$ cat src/design/bwalu_pkg.sv
// package: operation codes, flag layout and timing counts for the byte/word alu
package bwalu_pkg;
    // operation select from the decoder
    typedef enum logic [4:0] {
        OP_ADD, OP_ADC, OP_SUB, OP_DIFF_REGS_WITH_BORROW, OP_DIFF_IMM, OP_DIFF_IMM_BORROW,
        OP_WORD_PLUS_IMM, OP_WORD_MINUS_IMM, OP_AND, OP_AND_IMM, OP_OR, OP_OR_IMM,
        OP_XOR, OP_SET_MASK, OP_CLEAR_MASK, OP_ZERO_NEG_CHECK, OP_ZERO_A_REG, OP_NOP
    } bwalu_op_t;
    // flag bit positions in the status byte
    localparam int FLAG_C = 0;
    localparam int FLAG_Z = 1;
    localparam int FLAG_N = 2;
    localparam int FLAG_V = 3;
    localparam int FLAG_S = 4;
    localparam int FLAG_H = 5;
    localparam logic [7:0] FLAGS_RESET = 8'h00;
    localparam logic [7:0] MASK_ALL_ONES = 8'hff;
    // clocks per operation class
    localparam int BYTE_OP_CLOCKS = 1;
    localparam int WORD_OP_CLOCKS = 2;
    // request from the decoder
    typedef struct packed {
        bwalu_op_t op;
        logic [7:0] dst;   // destination value (low byte for word ops)
        logic [7:0] dstHi; // high byte of the pair
        logic [7:0] src;   // source register value
        logic [7:0] imm;   // immediate constant
    } bwalu_req_t;
    // result back to the register file
    typedef struct packed {
        logic [7:0] lo;
        logic [7:0] hi;
        logic wrLo;
        logic wrHi;
    } bwalu_res_t;
endpackage : bwalu_pkg

$ cat src/design/bwalu_addsub8.sv
// 8-bit adder/subtractor with carry, half-carry and overflow
module bwalu_addsub8 (
    input wire logic [7:0] a,
    input wire logic [7:0] b,
    input wire logic cin,      // carry (add) or borrow (sub) in
    input wire logic sub,      // 1 = a - b - cin
    output logic [7:0] sum,
    output logic cout,         // carry out, or borrow out on subtract
    output logic halfCarry,    // carry/borrow out of bit 3
    output logic ovf           // two's complement overflow
);
    logic [8:0] full; // nine-bit result for carry
    logic [4:0] low;  // low nibble result for half carry
    logic [7:0] bEff; // operand as seen by the adder
    // subtraction done as a + ~b + ~borrow
    always_comb begin
        bEff = sub ? ~b : b;
        full = {1'b0, a} + {1'b0, bEff} + {8'h00, cin ^ sub};
        low = {1'b0, a[3:0]} + {1'b0, bEff[3:0]} + {4'h0, cin ^ sub};
        sum = full[7:0];
        cout = full[8] ^ sub;
        halfCarry = low[4] ^ sub;
        ovf = (a[7] == bEff[7]) && (sum[7] != a[7]);
    end
endmodule // bwalu_addsub8

$ cat src/design/byte_word_alu.sv
// byte and word arithmetic/logic datapath with status flags
// Behaviour
// - add registers, optional carry, one clock
// - subtract registers, optional carry, one clock
// - subtract immediate from register, one clock
// - subtract immediate and carry, one clock
// - word pair plus immediate, two clocks
// - word pair minus immediate, two clocks
// - and with register or immediate
// - or with register or immediate
// - exclusive or of two registers
// - set mask bits by or
// - clear mask bits by and with complement
// - test register by anding with itself
// - clear register by xor with itself
module byte_word_alu (
    input wire logic clk,
    input wire logic rst,
    input wire logic reqValid,               // decoder presents an operation
    input wire bwalu_pkg::bwalu_req_t req,   // operation and operands
    output logic reqReady,                   // alu can take an operation
    output bwalu_pkg::bwalu_res_t res_ff,    // result towards the register file
    output logic resValid_ff,                // result write strobe
    output logic [7:0] flags_ff              // status flags
);
    // word operation phases
    typedef enum {WS_IDLE, WS_HIGH} bwalu_wstate_t;
    bwalu_wstate_t wState_ff;
    logic [7:0] wordHi_ff;  // latched high byte of the pair
    logic wordSub_ff;       // latched direction of the word op
    logic wordCarry_ff;     // carry from the low half
    logic [7:0] wordLo_ff;  // low result byte
    logic isWord;           // incoming op is a word op
    logic take;             // operation accepted this cycle
    logic [7:0] opA;
    logic [7:0] opB;
    logic cin;
    logic sub;
    logic [7:0] sum;
    logic cout;
    logic hc;
    logic ovf;
    logic [7:0] logicRes;   // logic unit result
    logic [7:0] nxt_flags;
    bwalu_pkg::bwalu_res_t nxt_res;
    logic nxt_valid;

    assign isWord = (req.op == bwalu_pkg::OP_WORD_PLUS_IMM) || (req.op == bwalu_pkg::OP_WORD_MINUS_IMM);
    assign reqReady = (wState_ff == WS_IDLE);
    assign take = reqValid && reqReady;

    // operand selection for the shared adder
    always_comb begin
        opA = req.dst;
        opB = req.src;
        cin = 1'b0;
        sub = 1'b0;
        if (wState_ff == WS_HIGH) begin
            // high half of the word: propagate carry or borrow only
            opA = wordHi_ff;
            opB = 8'h00;
            cin = wordCarry_ff;
            sub = wordSub_ff;
        end else begin
            case (req.op)
                bwalu_pkg::OP_ADC: cin = flags_ff[bwalu_pkg::FLAG_C];
                bwalu_pkg::OP_SUB: sub = 1'b1;
                bwalu_pkg::OP_DIFF_REGS_WITH_BORROW: begin
                    sub = 1'b1;
                    cin = flags_ff[bwalu_pkg::FLAG_C];
                end
                bwalu_pkg::OP_DIFF_IMM: begin
                    opB = req.imm;
                    sub = 1'b1;
                end
                bwalu_pkg::OP_DIFF_IMM_BORROW: begin
                    opB = req.imm;
                    sub = 1'b1;
                    cin = flags_ff[bwalu_pkg::FLAG_C];
                end
                bwalu_pkg::OP_WORD_PLUS_IMM: opB = req.imm;
                bwalu_pkg::OP_WORD_MINUS_IMM: begin
                    opB = req.imm;
                    sub = 1'b1;
                end
                default: begin
                end
            endcase
        end
    end

    bwalu_addsub8 u_addsub (
        .a(opA),
        .b(opB),
        .cin(cin),
        .sub(sub),
        .sum(sum),
        .cout(cout),
        .halfCarry(hc),
        .ovf(ovf)
    );

    // logic unit
    always_comb begin
        case (req.op)
            bwalu_pkg::OP_AND: logicRes = req.dst & req.src;
            bwalu_pkg::OP_AND_IMM: logicRes = req.dst & req.imm;
            bwalu_pkg::OP_OR: logicRes = req.dst | req.src;
            bwalu_pkg::OP_OR_IMM: logicRes = req.dst | req.imm;
            bwalu_pkg::OP_XOR: logicRes = req.dst ^ req.src;
            bwalu_pkg::OP_SET_MASK: logicRes = req.dst | req.imm;
            bwalu_pkg::OP_CLEAR_MASK: logicRes = req.dst & (bwalu_pkg::MASK_ALL_ONES - req.imm);
            bwalu_pkg::OP_ZERO_NEG_CHECK: logicRes = req.dst & req.dst;
            bwalu_pkg::OP_ZERO_A_REG: logicRes = req.dst ^ req.dst;
            default: logicRes = 8'h00;
        endcase
    end

    // result, strobe and flag next values
    always_comb begin
        logic [15:0] word;
        word = {sum, wordLo_ff};
        nxt_flags = flags_ff;
        nxt_res = '0;
        nxt_valid = 1'b0;
        if (wState_ff == WS_HIGH) begin
            // second clock of a word op writes both bytes
            nxt_res.lo = wordLo_ff;
            nxt_res.hi = sum;
            nxt_res.wrLo = 1'b1;
            nxt_res.wrHi = 1'b1;
            nxt_valid = 1'b1;
            nxt_flags[bwalu_pkg::FLAG_Z] = (word == 16'h0000);
            nxt_flags[bwalu_pkg::FLAG_C] = cout;
            nxt_flags[bwalu_pkg::FLAG_N] = sum[7];
            nxt_flags[bwalu_pkg::FLAG_V] = wordSub_ff ? (wordHi_ff[7] & ~sum[7]) : (~wordHi_ff[7] & sum[7]);
            nxt_flags[bwalu_pkg::FLAG_S] = sum[7] ^ nxt_flags[bwalu_pkg::FLAG_V];
        end else if (take && !isWord && req.op != bwalu_pkg::OP_NOP) begin
            nxt_valid = 1'b1;
            nxt_res.wrLo = 1'b1;
            if (req.op <= bwalu_pkg::OP_DIFF_IMM_BORROW) begin
                nxt_res.lo = sum;
                nxt_flags[bwalu_pkg::FLAG_Z] = (sum == 8'h00);
                nxt_flags[bwalu_pkg::FLAG_C] = cout;
                nxt_flags[bwalu_pkg::FLAG_N] = sum[7];
                nxt_flags[bwalu_pkg::FLAG_V] = ovf;
                nxt_flags[bwalu_pkg::FLAG_H] = hc;
            end else begin
                nxt_res.lo = logicRes;
                nxt_flags[bwalu_pkg::FLAG_Z] = (logicRes == 8'h00);
                nxt_flags[bwalu_pkg::FLAG_N] = logicRes[7];
                nxt_flags[bwalu_pkg::FLAG_V] = 1'b0;
            end
        end
    end

    // word sequencer
    always_ff @(posedge clk) begin
        if (rst) begin
            wState_ff <= WS_IDLE;
        end else begin
            case (wState_ff)
                WS_IDLE: if (take && isWord) wState_ff <= WS_HIGH;
                WS_HIGH: wState_ff <= WS_IDLE;
                default: wState_ff <= WS_IDLE;
            endcase
        end
    end

    // low half capture of a word op
    always_ff @(posedge clk) begin
        if (rst) begin
            wordHi_ff <= 8'h00;
            wordLo_ff <= 8'h00;
            wordSub_ff <= 1'b0;
            wordCarry_ff <= 1'b0;
        end else if (take && isWord) begin
            wordHi_ff <= req.dstHi;
            wordLo_ff <= sum;
            wordSub_ff <= sub;
            wordCarry_ff <= cout;
        end
    end

    // registered outputs
    always_ff @(posedge clk) begin
        if (rst) begin
            res_ff <= '0;
            resValid_ff <= 1'b0;
            flags_ff <= bwalu_pkg::FLAGS_RESET;
        end else begin
            res_ff <= nxt_res;
            resValid_ff <= nxt_valid;
            flags_ff <= nxt_flags;
        end
    end

    // checks
    a_byte_one_clock: assert property (@(posedge clk) disable iff (rst)
        take && !isWord && req.op != bwalu_pkg::OP_NOP |=> resValid_ff)
        else $error("byte op did not complete in one clock");
    a_word_two_clocks: assert property (@(posedge clk) disable iff (rst)
        take && isWord |=> !resValid_ff ##1 (resValid_ff && res_ff.wrHi))
        else $error("word op did not complete in two clocks");
    a_word_busy: assert property (@(posedge clk) disable iff (rst)
        take && isWord |=> !reqReady)
        else $error("alu ready during word high half");
    // word ops leave the half carry alone across both clocks
    a_word_keeps_h: assert property (@(posedge clk) disable iff (rst)
        take && isWord |-> ##2 flags_ff[bwalu_pkg::FLAG_H] == $past(flags_ff[bwalu_pkg::FLAG_H], 2))
        else $error("word op changed half carry");
    a_logic_h_kept: assert property (@(posedge clk) disable iff (rst)
        take && req.op >= bwalu_pkg::OP_AND && req.op <= bwalu_pkg::OP_ZERO_A_REG
        |=> flags_ff[bwalu_pkg::FLAG_H] == $past(flags_ff[bwalu_pkg::FLAG_H])
            && flags_ff[bwalu_pkg::FLAG_C] == $past(flags_ff[bwalu_pkg::FLAG_C]))
        else $error("logic op changed carry or half carry");
    a_logic_v_clear: assert property (@(posedge clk) disable iff (rst)
        take && req.op == bwalu_pkg::OP_AND |=> !flags_ff[bwalu_pkg::FLAG_V])
        else $error("and did not clear overflow");
    a_clear_reg: assert property (@(posedge clk) disable iff (rst)
        take && req.op == bwalu_pkg::OP_ZERO_A_REG |=> res_ff.lo == 8'h00 && flags_ff[bwalu_pkg::FLAG_Z])
        else $error("clear register wrong");
    a_test_keeps: assert property (@(posedge clk) disable iff (rst)
        take && req.op == bwalu_pkg::OP_ZERO_NEG_CHECK |=> res_ff.lo == $past(req.dst))
        else $error("test changed value");
    a_sub_imm: assert property (@(posedge clk) disable iff (rst)
        take && req.op == bwalu_pkg::OP_DIFF_IMM |=> res_ff.lo == 8'($past(req.dst) - $past(req.imm)))
        else $error("subtract immediate wrong");
    a_clear_mask: assert property (@(posedge clk) disable iff (rst)
        take && req.op == bwalu_pkg::OP_CLEAR_MASK |=> res_ff.lo == ($past(req.dst) & ~$past(req.imm)))
        else $error("clear mask wrong");
    c_word_op: cover property (@(posedge clk) take && isWord ##2 resValid_ff);
    c_borrow_chain: cover property (@(posedge clk)
        take && req.op == bwalu_pkg::OP_DIFF_REGS_WITH_BORROW && flags_ff[bwalu_pkg::FLAG_C]);
    c_zero_result: cover property (@(posedge clk) resValid_ff && flags_ff[bwalu_pkg::FLAG_Z]);
endmodule // byte_word_alu

$ cat config.mk
export PLATFORM = sky130hd
export DESIGN_NAME = byte_word_alu
export DESIGN_NICKNAME = d
export VERILOG_FILES = /design/src/design/bwalu_pkg.sv /design/src/design/bwalu_addsub8.sv /design/src/design/byte_word_alu.sv
export SDC_FILE = /design/constraint.sdc
export NUM_CORES = 1
export LEC_CHECK = 0
export ABC_AREA = 1
export BUFFER_PORTS_ARGS = -buffer_cell sky130_fd_sc_hd__buf_2
export CORE_ASPECT_RATIO = 1.4
export CORE_UTILIZATION = 33
export DETAILED_ROUTE_END_ITERATION = 8
export GPL_TIMING_DRIVEN = 0
export PLACE_DENSITY = 0.54
export RECOVER_POWER = 100
export SYNTH_ARGS = -nofsm -noshare
export SYNTH_HDL_FRONTEND = slang
export SYNTH_SLANG_ARGS = --single-unit
$ cat constraint.sdc
create_clock -name clk -period 3.8 [get_ports clk]
set_input_delay 0.57 -clock clk [delete_from_list [all_inputs] [get_ports clk]]
set_output_delay 0.57 -clock clk [all_outputs]
set_load 0.05 [all_outputs]
# [Word-level counts from Yosys, hierarchy flattened]
# Index checks and enable logic that the tools add are counted.
[classes] add_sub_neg=5 mul=0 div=0 order_cmp=1 n_eq_ne=19 n_shift=0 n_mux=20 bitwise=19 reduce_logical=22
[op_table] op="$logic_not 32->1" count=2
[op_table] op="$pmux 8 s8" count=1
[op_table] op="$mux 8" count=7
[op_table] op="$eq 5x4->1 const B" count=8
[op_table] op="$and 8x8->8" count=4
[op_table] op="$eq 5x3->1 const B" count=4
[op_table] op="$logic_not 16->1" count=1
[op_table] op="$logic_not 8->1" count=2
[op_table] op="$or 8x8->8" count=2
[op_table] op="$xor 8x8->8" count=2
[op_table] op="$eq 5x2->1 const B" count=2
[op_table] op="$add 8x8->9" count=1
[op_table] op="$add 9x1->9" count=1
[op_table] op="$mux 1" count=9
[op_table] op="$mux 4" count=2
[op_table] op="$not 8->8" count=1
[op_table] op="$sub 8x8->8 const A" count=1
[op_table] op="$reduce_or 2->1" count=3
[op_table] op="$add 4x4->5" count=1
[op_table] op="$add 5x1->5" count=1
[op_table] op="$eq 5x1->1 const B" count=1
[op_table] op="$eq 5x5->1 const B" count=1
[op_table] op="$le 5x3->1 const B" count=1
[op_table] op="$logic_and 1x1->1" count=5
[op_table] op="other kinds (15)" count=23
[totals] reg_bits=43 latchBits=0 ram_bits=0 mem_bits_ro=0 inputBits=40 output_inout_bits=28 elab_cells=99 n_memories=0

# [Logic depth before layout (Yosys ltp)]
[logic_depth] depth_word=13 ltp_mapped=21 depth_no_buf=21

# [Modules after synthesis]
# A second synthesis with hierarchy kept.
[hier_totals] cells_unflattened=510 area_unflattened_um2=3170.5
[by_module_without_submodules] mod="byte_word_alu" n_inst=1 cells_each=437 area_per_inst_um2=2681.3 seq_area_each_um2=860.8
[by_module_without_submodules] mod="bwalu_addsub8" n_inst=1 cells_each=73 area_per_inst_um2=489.2 seq_area_each_um2=0.0

# [Least setup slack after synthesis]
# Ideal clock, no wire load.
[synth_timing] path_kind="input to register" from="in req[35] in the netlist's numbering" to="reg flags_ff[1]" setup_ns=0.066 t_arrival_ns=3.104 t_required_ns=3.734 slack_ns=0.630 path_stages=21 path_buffers=1 path_cell_list="nor2_1 -> nand2_2 -> inv_2 -> nand2_1 -> nand2_1 -> o21ai_2 -> buf_4 -> xor2_1 -> fa_1 -> inv_1 -> fa_1 -> inv_1 -> nand3_1 -> nand2_1 -> xnor2_1 -> nand2_1 -> nor2_1 -> nand3_1 -> o21ai_0 -> inv_1 -> a21oi_2"
[synth_via] elab_chain_len=12 elab_cells_between_ends=45 cone_classes="add/sub: 2; order compare: 1; eq/ne: 17; mux: 11; bitwise: 2; reduce/logical: 12"
[synth_lines] item="start: declaration" line_no="byte_word_alu.sv:20" source="input wire bwalu_pkg::bwalu_req_t req,"
[synth_lines] item="$eq 5x3->1, on equally long branches" line_no="byte_word_alu.sv:48, byte_word_alu.sv:65"
[synth_lines] item="$reduce_or 4->1 (no source line)"
[synth_lines] item="$mux 8" line_no="byte_word_alu.sv:65" source="case (req.op)"
[synth_lines] item="$mux 8" line_no="byte_word_alu.sv:58" source="if (wState_ff == WS_HIGH) begin"
[synth_lines] item="$not 8->8" line_no="bwalu_addsub8.sv:17" source="bEff = sub ? ~b : b;"
[synth_lines] item="$mux 8" line_no="bwalu_addsub8.sv:17"
[synth_lines] item="$add 8x8->9" line_no="bwalu_addsub8.sv:18" source="full = {1'b0, a} + {1'b0, bEff} + {8'h00, cin ^ sub};"
[synth_lines] item="$add 9x1->9" line_no="bwalu_addsub8.sv:18"
[synth_lines] item="$logic_not 8->1" line_no="byte_word_alu.sv:143" source="nxt_flags[bwalu_pkg::FLAG_Z] = (sum == 8'h00);"
[synth_lines] item="$mux 3" line_no="byte_word_alu.sv:141" source="if (req.op <= bwalu_pkg::OP_DIFF_IMM_BORROW) begin"
[synth_lines] item="$mux 4" line_no="byte_word_alu.sv:138" source="end else if (take && !isWord && req.op != bwalu_pkg::OP_NOP) begin"
[synth_lines] item="$mux 4" line_no="byte_word_alu.sv:126" source="if (wState_ff == WS_HIGH) begin"
[synth_lines] item="end signal: assignment" line_no="byte_word_alu.sv:190" source="flags_ff <= bwalu_pkg::FLAGS_RESET;"
[synth_lines] item="end signal: assignment" line_no="byte_word_alu.sv:194" source="flags_ff <= nxt_flags;"
[synth_lines] item="end: declaration" line_no="byte_word_alu.sv:24" source="output logic [7:0] flags_ff"
# Parallel ways exist; a longest one is shown, timed or not. The select of a mux whose other input is x is not followed.
# A chain may end at the register's enable or synchronous reset.

# [Final worst setup path]
[layout_timing] from="reg wState_ff[0]" to="reg flags_ff[1]"
[layout_via] elab_chain_len=9 elab_cells_between_ends=19 cone_classes="add/sub: 2; mux: 8; bitwise: 2; reduce/logical: 7"
[layout_lines] item="start: declaration" line_no="byte_word_alu.sv:28" source="bwalu_wstate_t wState_ff;"
[layout_lines] item="start signal: assignment" line_no="byte_word_alu.sv:160" source="wState_ff <= WS_IDLE;"
[layout_lines] item="start signal: assignment" line_no="byte_word_alu.sv:163" source="WS_IDLE: if (take && isWord) wState_ff <= WS_HIGH;"
[layout_lines] item="start signal: assignment" line_no="byte_word_alu.sv:164" source="WS_HIGH: wState_ff <= WS_IDLE;"
[layout_lines] item="$mux 8" line_no="byte_word_alu.sv:58"
[layout_lines] item="$not 8->8" line_no="bwalu_addsub8.sv:17"
[layout_lines] item="$mux 8" line_no="bwalu_addsub8.sv:17"
[layout_lines] item="$add 8x8->9" line_no="bwalu_addsub8.sv:18"
[layout_lines] item="$add 9x1->9" line_no="bwalu_addsub8.sv:18"
[layout_lines] item="$logic_not 8->1" line_no="byte_word_alu.sv:143"
[layout_lines] item="$mux 3" line_no="byte_word_alu.sv:141"
[layout_lines] item="$mux 4" line_no="byte_word_alu.sv:138"
[layout_lines] item="$mux 4" line_no="byte_word_alu.sv:126"
# Parallel ways exist; a longest one is shown, timed or not. The select of a mux whose other input is x is not followed.

==> implementation parameters <==
Parameter                              Value

Drt
  Vias per cell    4.90
  Post-DR wirelength/cell    approximately 14 µm
  First-pass iteration count of the detailed router    7
  Routed wire length    9.42 mm
  Violation count after the first detailed-routing iteration    approximately 150
  # DRC    12
  Vias after detailed routing    approximately 3200
  Remaining number of nets flagged by the antenna check after routing    0

Logic synthesis
  Combined area of all synthesized cells    roughly 3100 µm²
  Warnings from Yosys    0
  Cell count after synthesis    about 480
  Number of synthesized register bits    43
  Portion of the post-synthesis area used by sequential elements    0.277
  Mean instance size in the synthesized netlist    between 6 and 7 µm²
  Number of library cell types mapped by synthesis    37

STA
  Slew @ Worst Pin    approximately 600 ps
  Final-report max-slew violation count    0
  Worst setup skew after layout    between 5 and 6 ps
  Final clock period utilization by the worst path    0.908
  Final setup margin    roughly 350 ps
  Achievable frequency    0.290 GHz
  Final Hold Fails    0
  Count of final setup violators    0
  Minimum clock period    3450 ps
  Slew margin rel.    0.602
  RSZ-0062 raised after global routing    false

Setup path
  Maximum fanout count along the critical path    10
  Signal arrival time at the worst endpoint    3670 ps
  R2r worst-path depth    18
  Reg-to-reg endpoint    flags_ff[1]$_SDFFE_PP0P_
  Timing endpoint of the critical path    flags_ff[1]$_SDFFE_PP0P_
  Crit path launch type    flip-flop
  Startpoint of the worst setup timing path    wState_ff[0]$_SDFFE_PP0P_
  WP data required    between 4000 and 5000 ps
  Register-to-register path setup slack    about 350 ps
  Category of the worst setup path capture point    flip-flop
  Type of the setup path with the least slack    flip-flop to flip-flop
  Worst flop-to-flop path startpoint    wState_ff[0]$_SDFFE_PP0P_

Placed design
  Number of input and output port buffers inserted    between 60 and 70
  Final GP Congestion    0.923
  Pre-CTS setup slack    -49.6 ps
  Estimated wirelength of the detail-placed design    approximately 7.9 mm

Layout
  Top library cells by usage in the layout, fill and taps aside    sky130_fd_sc_hd__nand2_1, sky130_fd_sc_hd__inv_1, sky130_fd_sc_hd__dfxtp_1
  Post-synthesis to final-layout area growth    18.6%
  Leading cell type in the layout, fill and taps excluded    sky130_fd_sc_hd__nand2_1
  Number of fill cells    approximately 990
  Nets    602
  Number of diodes added for antenna fixing    0
  Multi-input logic area    around 2000 µm²
  Share of post-route cells with drive strength above 1    0.166
  Sequential standard cell area    ~860 µm²

Power
  Peak supply drop    0.000148 V
  Leakage    about 0.0018 µW
  Pwr per Cell Area    about 340 nW/µm²
  Final Power    between 1000 and 1500 µW

Clocking
  Number of gates resized after cts    0
  Clock Tree Root    sky130_fd_sc_hd__clkbuf_16
  CTS tree    yes
  Clock input transition at the sequential cells of the worst setup and hold paths    roughly 60 ps
  CTS HTree Levels    2
  Num CTS Buffers    5
  Clock tree buffer depth    2
  Post-CTS setup buffer count    0
  CTS sink count    43
  Number of hold-repair buffers added at the cts stage    0
  Clock latency on the worst-skew pair    approximately 280 ps

Floorplan
  Die width    approximately 84 µm
  Initial Util    0.343
  Area of the die    9830 µm²
  Placeable Area    9080 µm²
  Top-Level Pins    between 60 and 70
  Die Ht    roughly 120 µm
  Cell row count    roughly 40

Status
  Violations in the final reports    DRC
  Outcome    finished, violations left

Job
  Max capacitance violation total    0

Global routing
  Combined global-route utilization of all metal layers    0.197
  First-pass GRT wire length    about 15 mm
  Antenna violations before repair    0
  Via count of the first global-routing pass    around 3100
  Remaining Overflow, GRT    0
  Pin count of the biggest net entering global routing    13

Worst hold path
  Hold crit path type    flip-flop to flip-flop
[cells in the mapped netlist, drive strengths merged]
library cell / instances / area, µm²
or2: 1 / 6.26
fa: 2 / 40.0
clkbuf: 5 / 18.8
a22oi: 1 / 7.51
ha: 7 / 87.6
inv: 62 / 233
a2111oi: 1 / 8.76
xor2: 14 / 123
o221ai: 4 / 35.0
nor2: 44 / 203
nor3: 5 / 30.0
a21o: 1 / 7.51
a21oi: 38 / 194
buf: 9 / 57.6
nand3: 33 / 205
nand4: 6 / 37.5
conb: 1 / 3.75
clkinv: 1 / 5.00
o21ai: 36 / 191
nand2: 146 / 596
nand3b: 2 / 15.0
xnor2: 5 / 43.8
dfxtp: 43 / 861
o211ai: 13 / 97.6
a31oi: 1 / 6.26
[stage by stage]
step                      std cells  hold WS (ps)  area, µm²   util  setup TNS, ps
after floorplan                 482           429       3120      -              0
after global placement          653           449       3570  0.393          -4.21
after detailed placement        653           457       3570  0.393          -49.6
after CTS                       660           466       3710  0.409              0
after global routing            660           486       3690  0.407              0
final                           660           466       3690  0.407              0
[state kept, by name, indices dropped and copies added, names as in the netlist]
register      count
flags_ff          6
resValid_ff       1
res_ff           17
wState_ff         1
wordCarry_ff      1
wordHi_ff         8
wordLo_ff         8
wordSub_ff        1
[routing by layer]
layer	track usage	share of wire	wire, µm	vias up
met3	0.0224	0.041	382	15
met1	0.207	0.41	3890	1429
met2	0.391	0.52	4900	89
li1	-	-	-	1698
met4	0.0943	0.026	248	0
met5	0	0	0	-
[cells by family after synthesis]
kind of cell | after synthesis | synth area share
xor+xnor | 19 | 0.0535
flops | 43 | 0.277
simple gates | 237 | 0.351
buf+inv | 77 | 0.101
compound gates | 95 | 0.176
fa+ha+maj | 9 | 0.0410
other cells | 1 | 0.00120
[area by class of cell]
cell class | instances | share of cell area
Clock inverter | 1 | 0.00136
Clock buffer | 6 | 0.0376
Inverter | 63 | 0.0644
Multi-Input combinational cell | 362 | 0.528
Buffer | 14 | 0.0207
Timing Repair Buffer | 64 | 0.0783
Sequential cell | 43 | 0.233
Tap cell | 107 | 0.0362
[critical path, cell delays in order (launching register included)]
cell,delay (ps)
sky130_fd_sc_hd__dfxtp_1,400
sky130_fd_sc_hd__buf_2,280
sky130_fd_sc_hd__clkbuf_2,300
sky130_fd_sc_hd__clkbuf_2,250
sky130_fd_sc_hd__nand2_1,120
sky130_fd_sc_hd__o21ai_0,130
sky130_fd_sc_hd__fa_1,250
sky130_fd_sc_hd__inv_1,60
sky130_fd_sc_hd__fa_1,400
sky130_fd_sc_hd__inv_1,90
sky130_fd_sc_hd__nand3_1,80
sky130_fd_sc_hd__nand2_1,130
sky130_fd_sc_hd__xnor2_2,160
sky130_fd_sc_hd__nand2_1,70
sky130_fd_sc_hd__nor2_1,150
sky130_fd_sc_hd__nand3_1,110
sky130_fd_sc_hd__o21ai_0,190
sky130_fd_sc_hd__inv_1,70
sky130_fd_sc_hd__a21oi_2,120
[power by group]
part	switching (µW)	leakage (µW)	internal [µW]
Clock	157	0.0000727	256
Combinational	258	0.00137	123
Sequential	5.87	0.000348	463
Total	421	0.00179	842
[worst min path at each step]
stage                                         start                   endpoint  slack, ps  cells past startpoint
final                     wordHi_ff[1]$_SDFFE_PP0P_  wordHi_ff[1]$_SDFFE_PP0P_        470                      2
after global routing      wordHi_ff[1]$_SDFFE_PP0P_  wordHi_ff[1]$_SDFFE_PP0P_        490                      2
after CTS                 wordHi_ff[1]$_SDFFE_PP0P_  wordHi_ff[1]$_SDFFE_PP0P_        470                      2
after detailed placement  wordHi_ff[1]$_SDFFE_PP0P_  wordHi_ff[1]$_SDFFE_PP0P_        460                      2
after global placement    wordHi_ff[1]$_SDFFE_PP0P_  wordHi_ff[1]$_SDFFE_PP0P_        450                      2
after floorplan           wordHi_ff[1]$_SDFFE_PP0P_  wordHi_ff[1]$_SDFFE_PP0P_        430                      2
Note: power is estimated with default switching activity, not from simulation.
